File: src/core/mcu_cfg.svh
// Constants of the memory check unit: offsets, fields, reset values, timing.
// Assumes inclusion by the core module only.
`ifndef MCU_CFG_SVH
`define MCU_CFG_SVH

// ****************************************
// Register offsets (printed indices, byte address = 4 * index)
// ****************************************
`define MCU_IDX_CONTROL 8'h00
`define MCU_IDX_CONFIG 8'h01
`define MCU_IDX_STATUS 8'h02
`define MCU_ADDR_CONTROL 12'h000
`define MCU_ADDR_CONFIG 12'h004
`define MCU_ADDR_STATUS 12'h008
`define MCU_ADDR_FLASH_END 12'h00c
`define MCU_ADDR_APP_END 12'h010
`define MCU_ADDR_BOOT_END 12'h014

// ****************************************
// Field positions
// ****************************************
`define MCU_CTL_ENABLE 0
`define MCU_CTL_FIE 1
`define MCU_CTL_SRST 7
`define MCU_CFG_SEL_LSB 0
`define MCU_CFG_MODE_LSB 4
`define MCU_ST_BUSY 0
`define MCU_ST_PASS 1

// ****************************************
// Reset values and codes
// ****************************************
`define MCU_CONTROL_RST 8'h00
`define MCU_CONFIG_RST 8'h00
`define MCU_STATUS_RST 8'h02
`define MCU_CRC_INIT 16'hffff
`define MCU_CRC_POLY 16'h1021
`define MCU_SEL_FLASH 2'h0
`define MCU_SEL_BOOT_AND_APP_SECTIONS 2'h1
`define MCU_SEL_BOOT 2'h2
`define MCU_MODE_PRIORITY 2'h0
`define MCU_MODE_RESETSCAN 2'h1
`define MCU_FLASH_END_RST 16'h0fff
`define MCU_APP_END_RST 16'h0dff
`define MCU_BOOT_END_RST 16'h01ff

// ****************************************
// Timing
// ****************************************
`define MCU_START_CYCLES 2'd3
`define MCU_FETCH_CYCLES 2'd3

`endif

File: src/core/mcu_pkg.sv
// Types of the memory check unit.
// Assumes the config header is on the include path.
package mcu_pkg;
   // APB request carried as one bundle
   typedef struct packed {
      logic sel;
      logic enable;
      logic write;
      logic [11:0] addr;
      logic [31:0] wdata;
   } mcu_apb_req_t;

   typedef enum logic [1:0] {
      ST_IDLE,
      ST_WAIT,
      ST_SCAN,
      ST_CHECK
   } mcu_state_t;
endpackage

File: src/core/mcu_memory_check_unit.sv
// Memory check unit: APB registers, flash walk, CRC-16 and pass/fail report.
// Assumes an APB master on MCLK and a flash read port answering in one cycle.
`timescale 1ns/10ps
`include "mcu_cfg.svh"

module mcu_memory_check_unit
   import mcu_pkg::*;
(
   // Clock and reset
   input wire logic MCLK,
   input wire logic NRST,
   // APB slave
   input wire logic PSEL,
   input wire logic PENABLE,
   input wire logic PWRITE,
   input wire logic [11:0] PADDR,
   input wire logic [31:0] PWDATA,
   output logic [31:0] PRDATA,
   output logic PREADY,
   output logic PSLVERR,
   // System state
   input wire logic CPU_SLEEP,
   input wire logic BOOT_SCAN_REQ,
   input wire logic [1:0] BOOT_SCAN_SEL,
   // Flash read port
   output logic FLASH_REQ,
   output logic [15:0] FLASH_ADDR,
   input wire logic [15:0] FLASH_RDATA,
   input wire logic FLASH_VALID,
   output logic CPU_STALL,
   // Failure interrupt
   output logic NMI_REQ
);

   // ****************************************
   // Helpers
   // ****************************************
   function automatic logic [15:0] crc_byte(input logic [15:0] crc, input logic [7:0] data);
      logic [15:0] c;
      c = crc;
      for (int i = 7; i >= 0; i--) begin
         if (c[15] ^ data[i]) begin
            c = {c[14:0], 1'b0} ^ `MCU_CRC_POLY;
         end else begin
            c = {c[14:0], 1'b0};
         end
      end
      return c;
   endfunction

   function automatic logic hit(input logic [11:0] a, input logic [11:0] b);
      return a == b;
   endfunction

   // ****************************************
   // Bus decode
   // ****************************************
   mcu_apb_req_t req;
   assign req = '{sel: PSEL, enable: PENABLE, write: PWRITE, addr: PADDR, wdata: PWDATA};

   logic wr_access;
   logic rd_setup;
   assign wr_access = req.sel && req.enable && req.write && PREADY;
   assign rd_setup = req.sel && !req.enable;

   // ****************************************
   // State
   // ****************************************
   mcu_state_t state_q;
   logic enable_q;
   logic fie_q;
   logic [1:0] sel_q;
   logic [1:0] mode_q;
   logic busy_q;
   logic pass_q;
   logic nmi_q;
   logic srst_q;
   logic [1:0] start_cnt_q;
   logic [1:0] fetch_cnt_q;
   logic [15:0] addr_q;
   logic [15:0] end_q;
   logic [15:0] crc_q;
   logic [15:0] flash_end_q;
   logic [15:0] app_end_q;
   logic [15:0] boot_end_q;
   logic boot_scan_q;

   logic wr_ctl;
   logic wr_cfg;
   logic ctl_ok;
   logic start_req;
   logic fie_wr;
   logic srst_wr;
   logic done;
   logic mismatch;
   logic [15:0] crc_next;

   assign wr_ctl = wr_access && hit(req.addr, `MCU_ADDR_CONTROL);
   assign wr_cfg = wr_access && hit(req.addr, `MCU_ADDR_CONFIG)
      && !busy_q && !nmi_q;
   assign ctl_ok = wr_ctl && !nmi_q;
   assign start_req = ctl_ok && req.wdata[`MCU_CTL_ENABLE];
   assign fie_wr = ctl_ok && req.wdata[`MCU_CTL_FIE] && !busy_q;
   assign srst_wr = ctl_ok && req.wdata[`MCU_CTL_SRST] && (!fie_q || !busy_q);

   // Fed bytes high then low; the last word is the stored checksum
   assign crc_next = crc_byte(crc_byte(crc_q, FLASH_RDATA[15:8]), FLASH_RDATA[7:0]);
   // End index is inclusive: the checksum word itself must be fed too
   assign done = (state_q == ST_SCAN) && FLASH_VALID && (addr_q >= end_q);
   // Running the checksum over itself leaves zero on a match
   assign mismatch = crc_next != 16'h0000;

   // ****************************************
   // Soft reset strobe
   // ****************************************
   always_ff @(posedge MCLK) begin
      if (!NRST) begin
         srst_q <= 1'b0;
      end else begin
         srst_q <= srst_wr;
      end
   end

   // ****************************************
   // Section bounds (word addresses, last word inclusive)
   // ****************************************
   always_ff @(posedge MCLK) begin
      if (!NRST) begin
         flash_end_q <= `MCU_FLASH_END_RST;
         app_end_q <= `MCU_APP_END_RST;
         boot_end_q <= `MCU_BOOT_END_RST;
      end else if (wr_access && !busy_q) begin
         if (hit(req.addr, `MCU_ADDR_FLASH_END)) begin
            flash_end_q <= req.wdata[15:0];
         end
         if (hit(req.addr, `MCU_ADDR_APP_END)) begin
            app_end_q <= req.wdata[15:0];
         end
         if (hit(req.addr, `MCU_ADDR_BOOT_END)) begin
            boot_end_q <= req.wdata[15:0];
         end
      end
   end

   // ****************************************
   // Control and configuration registers
   // ****************************************
   always_ff @(posedge MCLK) begin
      if (!NRST) begin
         enable_q <= 1'b0;
         sel_q <= `MCU_SEL_FLASH;
         mode_q <= `MCU_MODE_PRIORITY;
         fie_q <= 1'b0;
         boot_scan_q <= 1'b0;
      end else begin
         boot_scan_q <= 1'b0;
         if (srst_q) begin
            enable_q <= 1'b0;
            sel_q <= `MCU_SEL_FLASH;
            mode_q <= `MCU_MODE_PRIORITY;
         end else if (BOOT_SCAN_REQ && state_q == ST_IDLE) begin
            // Reset-time scan leaves its footprint
            enable_q <= 1'b1;
            sel_q <= BOOT_SCAN_SEL;
            mode_q <= `MCU_MODE_RESETSCAN;
            boot_scan_q <= 1'b1;
         end else begin
            if (ctl_ok) begin
               enable_q <= req.wdata[`MCU_CTL_ENABLE];
            end
            if (wr_cfg) begin
               sel_q <= req.wdata[`MCU_CFG_SEL_LSB +: 2];
               mode_q <= req.wdata[`MCU_CFG_MODE_LSB +: 2];
            end
         end
         if (fie_wr) begin
            fie_q <= 1'b1;
         end
      end
   end

   // ****************************************
   // Scan sequencer
   // ****************************************
   always_ff @(posedge MCLK) begin
      if (!NRST) begin
         state_q <= ST_IDLE;
         busy_q <= 1'b0;
         start_cnt_q <= 2'd0;
         fetch_cnt_q <= 2'd0;
         addr_q <= 16'h0000;
         end_q <= 16'h0000;
         crc_q <= `MCU_CRC_INIT;
      end else if (srst_q) begin
         state_q <= ST_IDLE;
         busy_q <= 1'b0;
      end else begin
         case (state_q)
            ST_IDLE: begin
               if (start_req || boot_scan_q) begin
                  state_q <= ST_WAIT;
                  busy_q <= 1'b1;
                  start_cnt_q <= 2'd1;
               end
            end
            ST_WAIT: begin
               // Counting pauses while the CPU sleeps
               if (!CPU_SLEEP) begin
                  if (start_cnt_q == `MCU_START_CYCLES - 2'd1) begin
                     state_q <= ST_SCAN;
                     addr_q <= 16'h0000;
                     crc_q <= `MCU_CRC_INIT;
                     fetch_cnt_q <= 2'd0;
                     case (sel_q)
                        `MCU_SEL_BOOT_AND_APP_SECTIONS: end_q <= app_end_q;
                        `MCU_SEL_BOOT: end_q <= boot_end_q;
                        default: end_q <= flash_end_q;
                     endcase
                  end else begin
                     start_cnt_q <= start_cnt_q + 2'd1;
                  end
               end
            end
            ST_SCAN: begin
               if (!CPU_SLEEP) begin
                  if (fetch_cnt_q == `MCU_FETCH_CYCLES - 2'd1) begin
                     fetch_cnt_q <= 2'd0;
                  end else begin
                     fetch_cnt_q <= fetch_cnt_q + 2'd1;
                  end
               end
               // A word in flight as sleep begins is still taken, never fetched twice
               if (FLASH_VALID) begin
                  crc_q <= crc_next;
                  addr_q <= addr_q + 16'd1;
                  if (done) begin
                     state_q <= ST_CHECK;
                  end
               end
            end
            ST_CHECK: begin
               state_q <= ST_IDLE;
               busy_q <= 1'b0;
            end
            default: state_q <= ST_IDLE;
         endcase
      end
   end

   // ****************************************
   // Result and failure interrupt
   // ****************************************
   logic fail_q;
   always_ff @(posedge MCLK) begin
      if (!NRST) begin
         pass_q <= 1'b1;
         fail_q <= 1'b0;
      end else if (srst_q) begin
         pass_q <= 1'b1;
         fail_q <= 1'b0;
      end else if (state_q == ST_IDLE && (start_req || boot_scan_q)) begin
         pass_q <= 1'b0;
      end else if (done) begin
         pass_q <= !mismatch;
         fail_q <= mismatch;
      end
   end

   // NMI stays until system reset; soft reset cannot drop it
   always_ff @(posedge MCLK) begin
      if (!NRST) begin
         nmi_q <= 1'b0;
      end else if (done && mismatch && fie_q) begin
         nmi_q <= 1'b1;
      end
   end

   // ****************************************
   // Register images
   // ****************************************
   logic [7:0] ctl_img;
   logic [7:0] cfg_img;
   logic [7:0] sts_img;

   // Soft-reset bit is a strobe and always reads zero
   always_comb begin
      ctl_img = 8'h00;
      ctl_img[`MCU_CTL_ENABLE] = enable_q;
      ctl_img[`MCU_CTL_FIE] = fie_q;
   end

   always_comb begin
      cfg_img = 8'h00;
      cfg_img[`MCU_CFG_SEL_LSB +: 2] = sel_q;
      cfg_img[`MCU_CFG_MODE_LSB +: 2] = mode_q;
   end

   always_comb begin
      sts_img = 8'h00;
      // Pass is hidden while busy so a stale result is never read
      sts_img[`MCU_ST_PASS] = pass_q && !busy_q;
      sts_img[`MCU_ST_BUSY] = busy_q;
   end

   // ****************************************
   // Flash port
   // ****************************************
   always_ff @(posedge MCLK) begin
      if (!NRST) begin
         FLASH_REQ <= 1'b0;
         FLASH_ADDR <= 16'h0000;
         CPU_STALL <= 1'b0;
         NMI_REQ <= 1'b0;
      end else begin
         // Sleep withdraws the request; flash answers one cycle later
         FLASH_REQ <= (state_q == ST_SCAN) && !CPU_SLEEP && !done && !srst_q
            && (fetch_cnt_q == `MCU_FETCH_CYCLES - 2'd2);
         FLASH_ADDR <= addr_q;
         CPU_STALL <= busy_q && !srst_q && (state_q != ST_CHECK);
         NMI_REQ <= nmi_q || (done && mismatch && fie_q);
      end
   end

   // ****************************************
   // APB slave
   // ****************************************
   always_ff @(posedge MCLK) begin
      if (!NRST) begin
         PREADY <= 1'b0;
         PRDATA <= 32'h0000_0000;
         PSLVERR <= 1'b0;
      end else begin
         // One wait state: ready rises in the second access cycle
         PREADY <= req.sel && req.enable && !PREADY;
         PSLVERR <= 1'b0;
         if (rd_setup && !req.write) begin
            case (req.addr)
               `MCU_ADDR_CONTROL: PRDATA <= {24'h0, ctl_img};
               `MCU_ADDR_CONFIG: PRDATA <= {24'h0, cfg_img};
               // Status: writes fall through, no write path exists
               `MCU_ADDR_STATUS: PRDATA <= {24'h0, sts_img};
               `MCU_ADDR_FLASH_END: PRDATA <= {16'h0, flash_end_q};
               `MCU_ADDR_APP_END: PRDATA <= {16'h0, app_end_q};
               `MCU_ADDR_BOOT_END: PRDATA <= {16'h0, boot_end_q};
               default: PRDATA <= 32'h0000_0000;
            endcase
         end
      end
   end

endmodule

File: config.mk
export PLATFORM = sky130hd
export DESIGN_NAME = mcu_memory_check_unit
export DESIGN_NICKNAME = d
export VERILOG_FILES = /design/src/core/mcu_pkg.sv /design/src/core/mcu_memory_check_unit.sv
export VERILOG_INCLUDE_DIRS = /design/src /design/src/core
export SDC_FILE = /design/constraint.sdc
export NUM_CORES = 1
export LEC_CHECK = 0
export BUFFER_PORTS_ARGS = -buffer_cell sky130_fd_sc_hd__buf_2
export CAP_MARGIN = 10
export CORE_UTILIZATION = 28
export DETAILED_ROUTE_END_ITERATION = 16
export SLEW_MARGIN = 20
export SYNTH_ARGS = -nofsm -noshare
export SYNTH_HDL_FRONTEND = slang
export SYNTH_SLANG_ARGS = --single-unit
File: constraint.sdc
create_clock -name MCLK -period 2.85 [get_ports MCLK]
set_input_delay 0.57 -clock MCLK [delete_from_list [all_inputs] [get_ports MCLK]]
set_output_delay 0.57 -clock MCLK [all_outputs]
set_load 0.05 [all_outputs]
* Word-level counts from Yosys, hierarchy flattened
Cells that the tools add are included.
** Word-level totals
- Input bits :: 70
- Logic and storage cells :: 199
- Output and inout bits :: 53
- Register bits after elaboration :: 165
** Cells by class
- Equality and inequality tests :: 21
- Magnitude comparators :: 1
- Multiplexer cells :: 51
- Bitwise gates (word level) :: 35
- $add $sub $neg :: 3
- Reductions and logical operators :: 63
** Operators with widths (count)
- $mux 13 :: 16
- $mux 16 :: 6
- $pmux 16 s2 :: 3
- $pmux 16 s6 :: 1
- $not 3->3 :: 16
- $logic_and 1x1->1 :: 30
- $mux 2 :: 13
- $eq 12x4->1 const B :: 2
- $eq 12x5->1 const B :: 2
- $reduce_and 5->1 :: 4
- $add 16x1->16 const B :: 1
- $ge 16x16->1 :: 1
- $reduce_bool 16->1 :: 1
- $xor 1x1->1 :: 16
- $ne 2x2->1 const B :: 7
- $eq 12x3->1 const B :: 1
- $logic_not 12->1 :: 1
- $reduce_bool 2->1 :: 6
- $eq 2x2->1 const B :: 5
- $logic_not 1->1 :: 10
- $mux 1 :: 8
- $pmux 2 s2 :: 2
- $pmux 2 s4 :: 1
- $reduce_and 2->1 :: 4
- other kinds (10) :: 17

* Depth between registers and ports, before layout
- Depth after elaboration :: 36
- Depth in mapped cells :: 10
- Mapped depth without buffers :: 9

* Least setup slack after synthesis
Ideal clock, no wire load.
- Kind :: input port to flip-flop
- Start point :: input FLASH_RDATA[15]
- End point :: register NMI_REQ
- Arrival :: 2.448 ns
- Setup time :: 0.122 ns
- Slack :: 0.280 ns
- Buffers on the path :: 0
- Stages :: 7
- Data required time :: 2.728 ns
- Path through :: xor2_1 -> xnor3_1 -> xnor3_2 -> xor2_2 -> nor4_2 -> a21oi_2 -> o311a_1
** Between the ends
- Longest elaborated chain between the ends :: 20
- Elaborated cells between the ends (all ways) :: 33
- Those cells by class :: mux: 16; bitwise: 13; reduce/logical: 4
** Ends and longest elaborated chain
- start: declaration :: RTL line mcu_memory_check_unit.sv:28 : input wire logic [15:0] FLASH_RDATA,
- $xor 1x1->1 (*) :: RTL line mcu_memory_check_unit.sv:42 : if (c[15] ^ data[i]) begin
- $mux 13 (*) :: RTL line mcu_memory_check_unit.sv:42
- $mux 13 or $xor 1x1->1 (tied branches) :: RTL line mcu_memory_check_unit.sv:42
- $mux 13 (2 in a row) :: RTL line mcu_memory_check_unit.sv:42
- $mux 13 (*) :: RTL line mcu_memory_check_unit.sv:42
- $mux 13 or $not 3->3 (tied branches)
- $mux 13 :: RTL line mcu_memory_check_unit.sv:42
- $not 3->3 (no line) or $mux 13 (tied branches)
- $mux 13 :: RTL line mcu_memory_check_unit.sv:42
- $xor 1x1->1 or $mux 13 (tied branches) :: RTL line mcu_memory_check_unit.sv:42
- $mux 13 (3 in a row) :: RTL line mcu_memory_check_unit.sv:42
- $mux 13 or $not 3->3 (tied branches)
- $mux 13 :: RTL line mcu_memory_check_unit.sv:42
- $reduce_bool 16->1 (*) :: RTL line mcu_memory_check_unit.sv:111 : assign mismatch = crc_next != 16'h0000;
- $logic_and 1x1->1 (*) (2 in a row) :: RTL line mcu_memory_check_unit.sv:320 : NMI_REQ <= nmi_q || (done && mismatch && fie_q);
- $logic_or 1x1->1 (*) :: RTL line mcu_memory_check_unit.sv:320
- end signal: assignment :: RTL line mcu_memory_check_unit.sv:320
- end: declaration :: RTL line mcu_memory_check_unit.sv:32 : output logic NMI_REQ
Mark *: on every way between the ends. The rest lies on a longest branch, timed or not.
A chain may end at the register's enable or synchronous reset.

* Worst setup path after layout
- Start point :: register crc_q[15]
- End point :: register nmi_q
** Between the ends
- Longest elaborated chain between the ends :: 19
- Elaborated cells between the ends (all ways) :: 32
- Those cells by class :: mux: 16; bitwise: 13; reduce/logical: 3
** Ends and longest elaborated chain
- start: declaration :: RTL line mcu_memory_check_unit.sv:82 : logic [15:0] crc_q;
- start signal: assignment :: RTL line mcu_memory_check_unit.sv:193 : crc_q <= `MCU_CRC_INIT;
- start signal: assignment :: RTL line mcu_memory_check_unit.sv:212 : crc_q <= `MCU_CRC_INIT;
- start signal: assignment :: RTL line mcu_memory_check_unit.sv:234 : crc_q <= crc_next;
- $xor 1x1->1 (*) :: RTL line mcu_memory_check_unit.sv:42
- $mux 13 (*) :: RTL line mcu_memory_check_unit.sv:42
- $mux 13 or $xor 1x1->1 (tied branches) :: RTL line mcu_memory_check_unit.sv:42
- $mux 13 (2 in a row) :: RTL line mcu_memory_check_unit.sv:42
- $mux 13 (*) :: RTL line mcu_memory_check_unit.sv:42
- $mux 13 or $not 3->3 (tied branches)
- $mux 13 :: RTL line mcu_memory_check_unit.sv:42
- $not 3->3 (no line) or $mux 13 (tied branches)
- $mux 13 :: RTL line mcu_memory_check_unit.sv:42
- $xor 1x1->1 or $mux 13 (tied branches) :: RTL line mcu_memory_check_unit.sv:42
- $mux 13 (3 in a row) :: RTL line mcu_memory_check_unit.sv:42
- $mux 13 or $not 3->3 (tied branches)
- $mux 13 :: RTL line mcu_memory_check_unit.sv:42
- $reduce_bool 16->1 (*) :: RTL line mcu_memory_check_unit.sv:111
- $logic_and 1x1->1 (*) (2 in a row) :: RTL line mcu_memory_check_unit.sv:273 : end else if (done && mismatch && fie_q) begin
- end signal: assignment :: RTL line mcu_memory_check_unit.sv:272 : nmi_q <= 1'b0;
- end signal: assignment :: RTL line mcu_memory_check_unit.sv:274 : nmi_q <= 1'b1;
- end: declaration :: RTL line mcu_memory_check_unit.sv:76 : logic nmi_q;
Marks and branches as above.

==> impl_results.md <==
* Most frequent cells in the layout: dfxtp_1 (149), nand2_1 (131), nor2_1 (120)
* Peak VDD IR at between 0.4 and 0.5 mV
* CTS Hold Bufs at 0
* Endpoint, Worst Hold: flash_end_q[9]$_SDFFE_PN1P_
* Asr flop ratio synth at 0%
* HPWL Detailed at 13000 µm
* Clock slew at reported path FFs at approximately 0.070 ns
* Maximum root-to-sink buffer count at 2
* Synthesized flop and latch total at approximately 150
* Vias in the first global route at between 5000 and 6000
* Most common cell after layout, fill and taps aside: dfxtp_1
* Core ar. at about 0.025 mm²
* Worst Skew at 0.00877 ns
* Largest family of logic cells by synthesized area: simple AND/OR/NAND/NOR gates
* Yosys top cell area share at between 40% and 50%
* CTS sink cnt at 149
* Boundary Pins at approximately 120
* CTS resizes at 0
* Post-synthesis sequential area ratio at approximately 41%
* Routed Antenna Nets at 0
* Netlist cell types at between 60 and 70
* Top post-synthesis cells by area: dfxtp_1 (41%), nand2_1 (6.8%), nor2_1 (6.2%)
* DR iter-0 viols at 365
* Worst slew pin tran at roughly 0.70 ns
* Post-synthesis mux area share at between 1.5 and 2%
* Horiz. Die Dim at approximately 160 µm
* Worst Setup Start Kind: flop
* Max H-tree Level at 4
* CTS buffer count at 17
* Layout cells sized above 1 at between 15 and 20%
* Pre-Repair DR Iteration Count at 6
* Initial antenna violation count at 2
* Largest net degree at the start of global routing at 56
* Row count at 58
* Setup tns final at 0 ns
* WL final at about 18000 µm
* Reg-to-Reg End: nmi_q$_SDFFE_PN0P_
* Largest fanout on the critical path at 4
* Leak Pwr at ~3.6 nW
* Min-delay worst type: in -> reg
* Flop2flop setup slack at roughly 0.37 ns
* Post-synth EDFFs at 0
* Final hold vios at 0
* Synthesized area at slightly above 0.007 mm²
* WS Path Type: reg -> reg
* Max Slew Vio Count at 0
* Input/output buffers at 89
* Total grt overflow at 0
* First-pass GRT wire length at ~30000 µm
* Die ar. at 0.0264 mm²
* Routed vias/inst at between 4 and 5
* Drt drc at 0
* Die Span Y at between 150 and 200 µm
* Slew headroom at between 50% and 60%
* Outcome: finished, final reports clean
* Hold path start: PWDATA[9]
* F_max at about 0.40 GHz
* Main synth FF type: dfxtp_1
* Wire per inst at 13.9 µm
* P per Cell Area at 771 mW/mm²
* Critical path arrival at 2.79 ns
* Post-Synth XOR/XNOR Area at under 10%
* Tot GR Track Use at between 10% and 20%
* Critical Path RT at between 3 and 4 ns
* Worst Setup End Kind: flop
* Reg2Reg Launch Point: crc_q[15]$_SDFFE_PN1P_
* RSZ-0062 raised after global routing: no
* Period minus WS final at 2.48 ns
* Worst skew pair latency at between 0.4 and 0.5 ns
* Root Driver: clkbuf_16
* Post-CTS setup buffer count at 0
* Synth Area in Compound Gates at 14.4%
* Min Hold Slack at slightly below 0.4 ns
* Simple-gate portion of the synthesized area at a little under a quarter
* Post-Synthesis Cells at ~880
* Via count at ~6100
* P&R area growth vs syn at 19.0%
* R2R depth at 7
* MaxCap Viol Count at 0
* Starting Density at 28.6%
* NumNets Final at 1056
* Syn avg cell area at 8.24 µm²
* Final setup vio count at 0
* Synth warn at 0
* Post-Synth Adder-Cell Area at under 10%
* Final cycle utilization of the critical path at between 80% and 90%
* Routability cong. at approximately 0.79
* CTS tree: done
* Cell depth of the worst min-delay path at 3
* Yosys top cell by area: dfxtp_1
* Total chip power at roughly 6.6 mW
==> flip-flops by register name, summed over array words and instances (netlist names) <==
name	count
FLASH_ADDR	16
PRDATA	16
addr_q	16
app_end_q	16
boot_end_q	16
crc_q	16
end_q	16
flash_end_q	16
fetch_cnt_q	2
mode_q	2
sel_q	2
start_cnt_q	2
state_q	2
CPU_STALL	1
FLASH_REQ	1
NMI_REQ	1
PREADY	1
boot_scan_q	1
busy_q	1
enable_q	1
fie_q	1
nmi_q	1
pass_q	1
srst_q	1
==> Yosys cell counts (all sizes together), types with 8 or more instances <==
library cell and n:
o21ai 10, nor2 120, clkbuf 41, o211ai 11
xor2 23, dfxtp 149, and2 20, nand3 48
a222oi 14, a22oi 17, a21oi 78, nand2 131
and3 8, nor3 15, xnor2 39, ha 25
buf 21, inv 30, mux2i 10
==> power breakdown <==
part           internal, mW  total [mW]  leakage [nW]  switching, mW
Sequential             2.19        2.26          1.21         0.0731
Combinational         0.882        2.15          2.11           1.27
Clock                  1.23        2.20         0.273          0.973
Total                  4.30        6.61          3.59           2.31
==> cells by family after synthesis <==
group | count (synthesis)
adder cells (fa/ha/maj) | 25
multiplexers | 12
flip-flops | 149
buffers and inverters | 93
AND/OR/NAND/NOR | 371
XOR/XNOR | 64
AO/OA/AOI/OAI | 160
other | 1
==> metrics by stage <==
stage	utilization, %	area (µm²)	setup WS (ns)	std cells
6_report	34.0	8580	0.369	1305
2_1_floorplan	-	7270	0.280	891
5_1_grt	33.9	8570	0.178	1303
3_3_place_gp	31.7	8000	0.0730	1272
4_1_cts	33.9	8570	0.337	1303
3_5_place_dp	31.7	8000	0.0369	1272
==> metal layers <==
metal  vias to the layer above  GRT usage (%)  wire, µm
met5                         -              0         0
met4                         0           3.26       133
met3                        10           3.85      1020
met2                       148           23.0      8360
met1                      2776           18.9      8640
li1                       3129              -         -
==> worst max-delay path by stage <==
stage	cells after the start	end	from
final	7	nmi_q$_SDFFE_PN0P_	crc_q[15]$_SDFFE_PN1P_
after global placement	8	NMI_REQ$_SDFF_PN0_	FLASH_RDATA[15]
after global routing	7	NMI_REQ$_SDFF_PN0_	crc_q[15]$_SDFFE_PN1P_
after detailed placement	8	nmi_q$_SDFFE_PN0P_	FLASH_RDATA[15]
after floorplan	7	NMI_REQ$_SDFF_PN0_	FLASH_RDATA[15]
after CTS	7	nmi_q$_SDFFE_PN0P_	crc_q[15]$_SDFFE_PN1P_
==> worst max-delay path, stage by stage, from the launching register on <==
cell	delay (ns)
dfxtp_1	0.39
xor2_1	0.23
xnor3_1	0.46
xnor3_2	0.43
xor2_2	0.17
nor4_2	0.24
a21oi_2	0.10
o311a_1	0.34
==> final cells by class <==
cell class | instances | area (µm²)
Multi-Input combinational cell | 649 | 3860
Timing Repair Buffer | 114 | 633
Antenna cell | 2 | 5.00
Clock buffer | 17 | 425
Tap cell | 330 | 413
Clock inverter | 14 | 144
Fill cell | 2657 | 16700
Sequential cell | 149 | 2980
Inverter | 30 | 113
No activity file was read; power rests on OpenSTA's default activity.
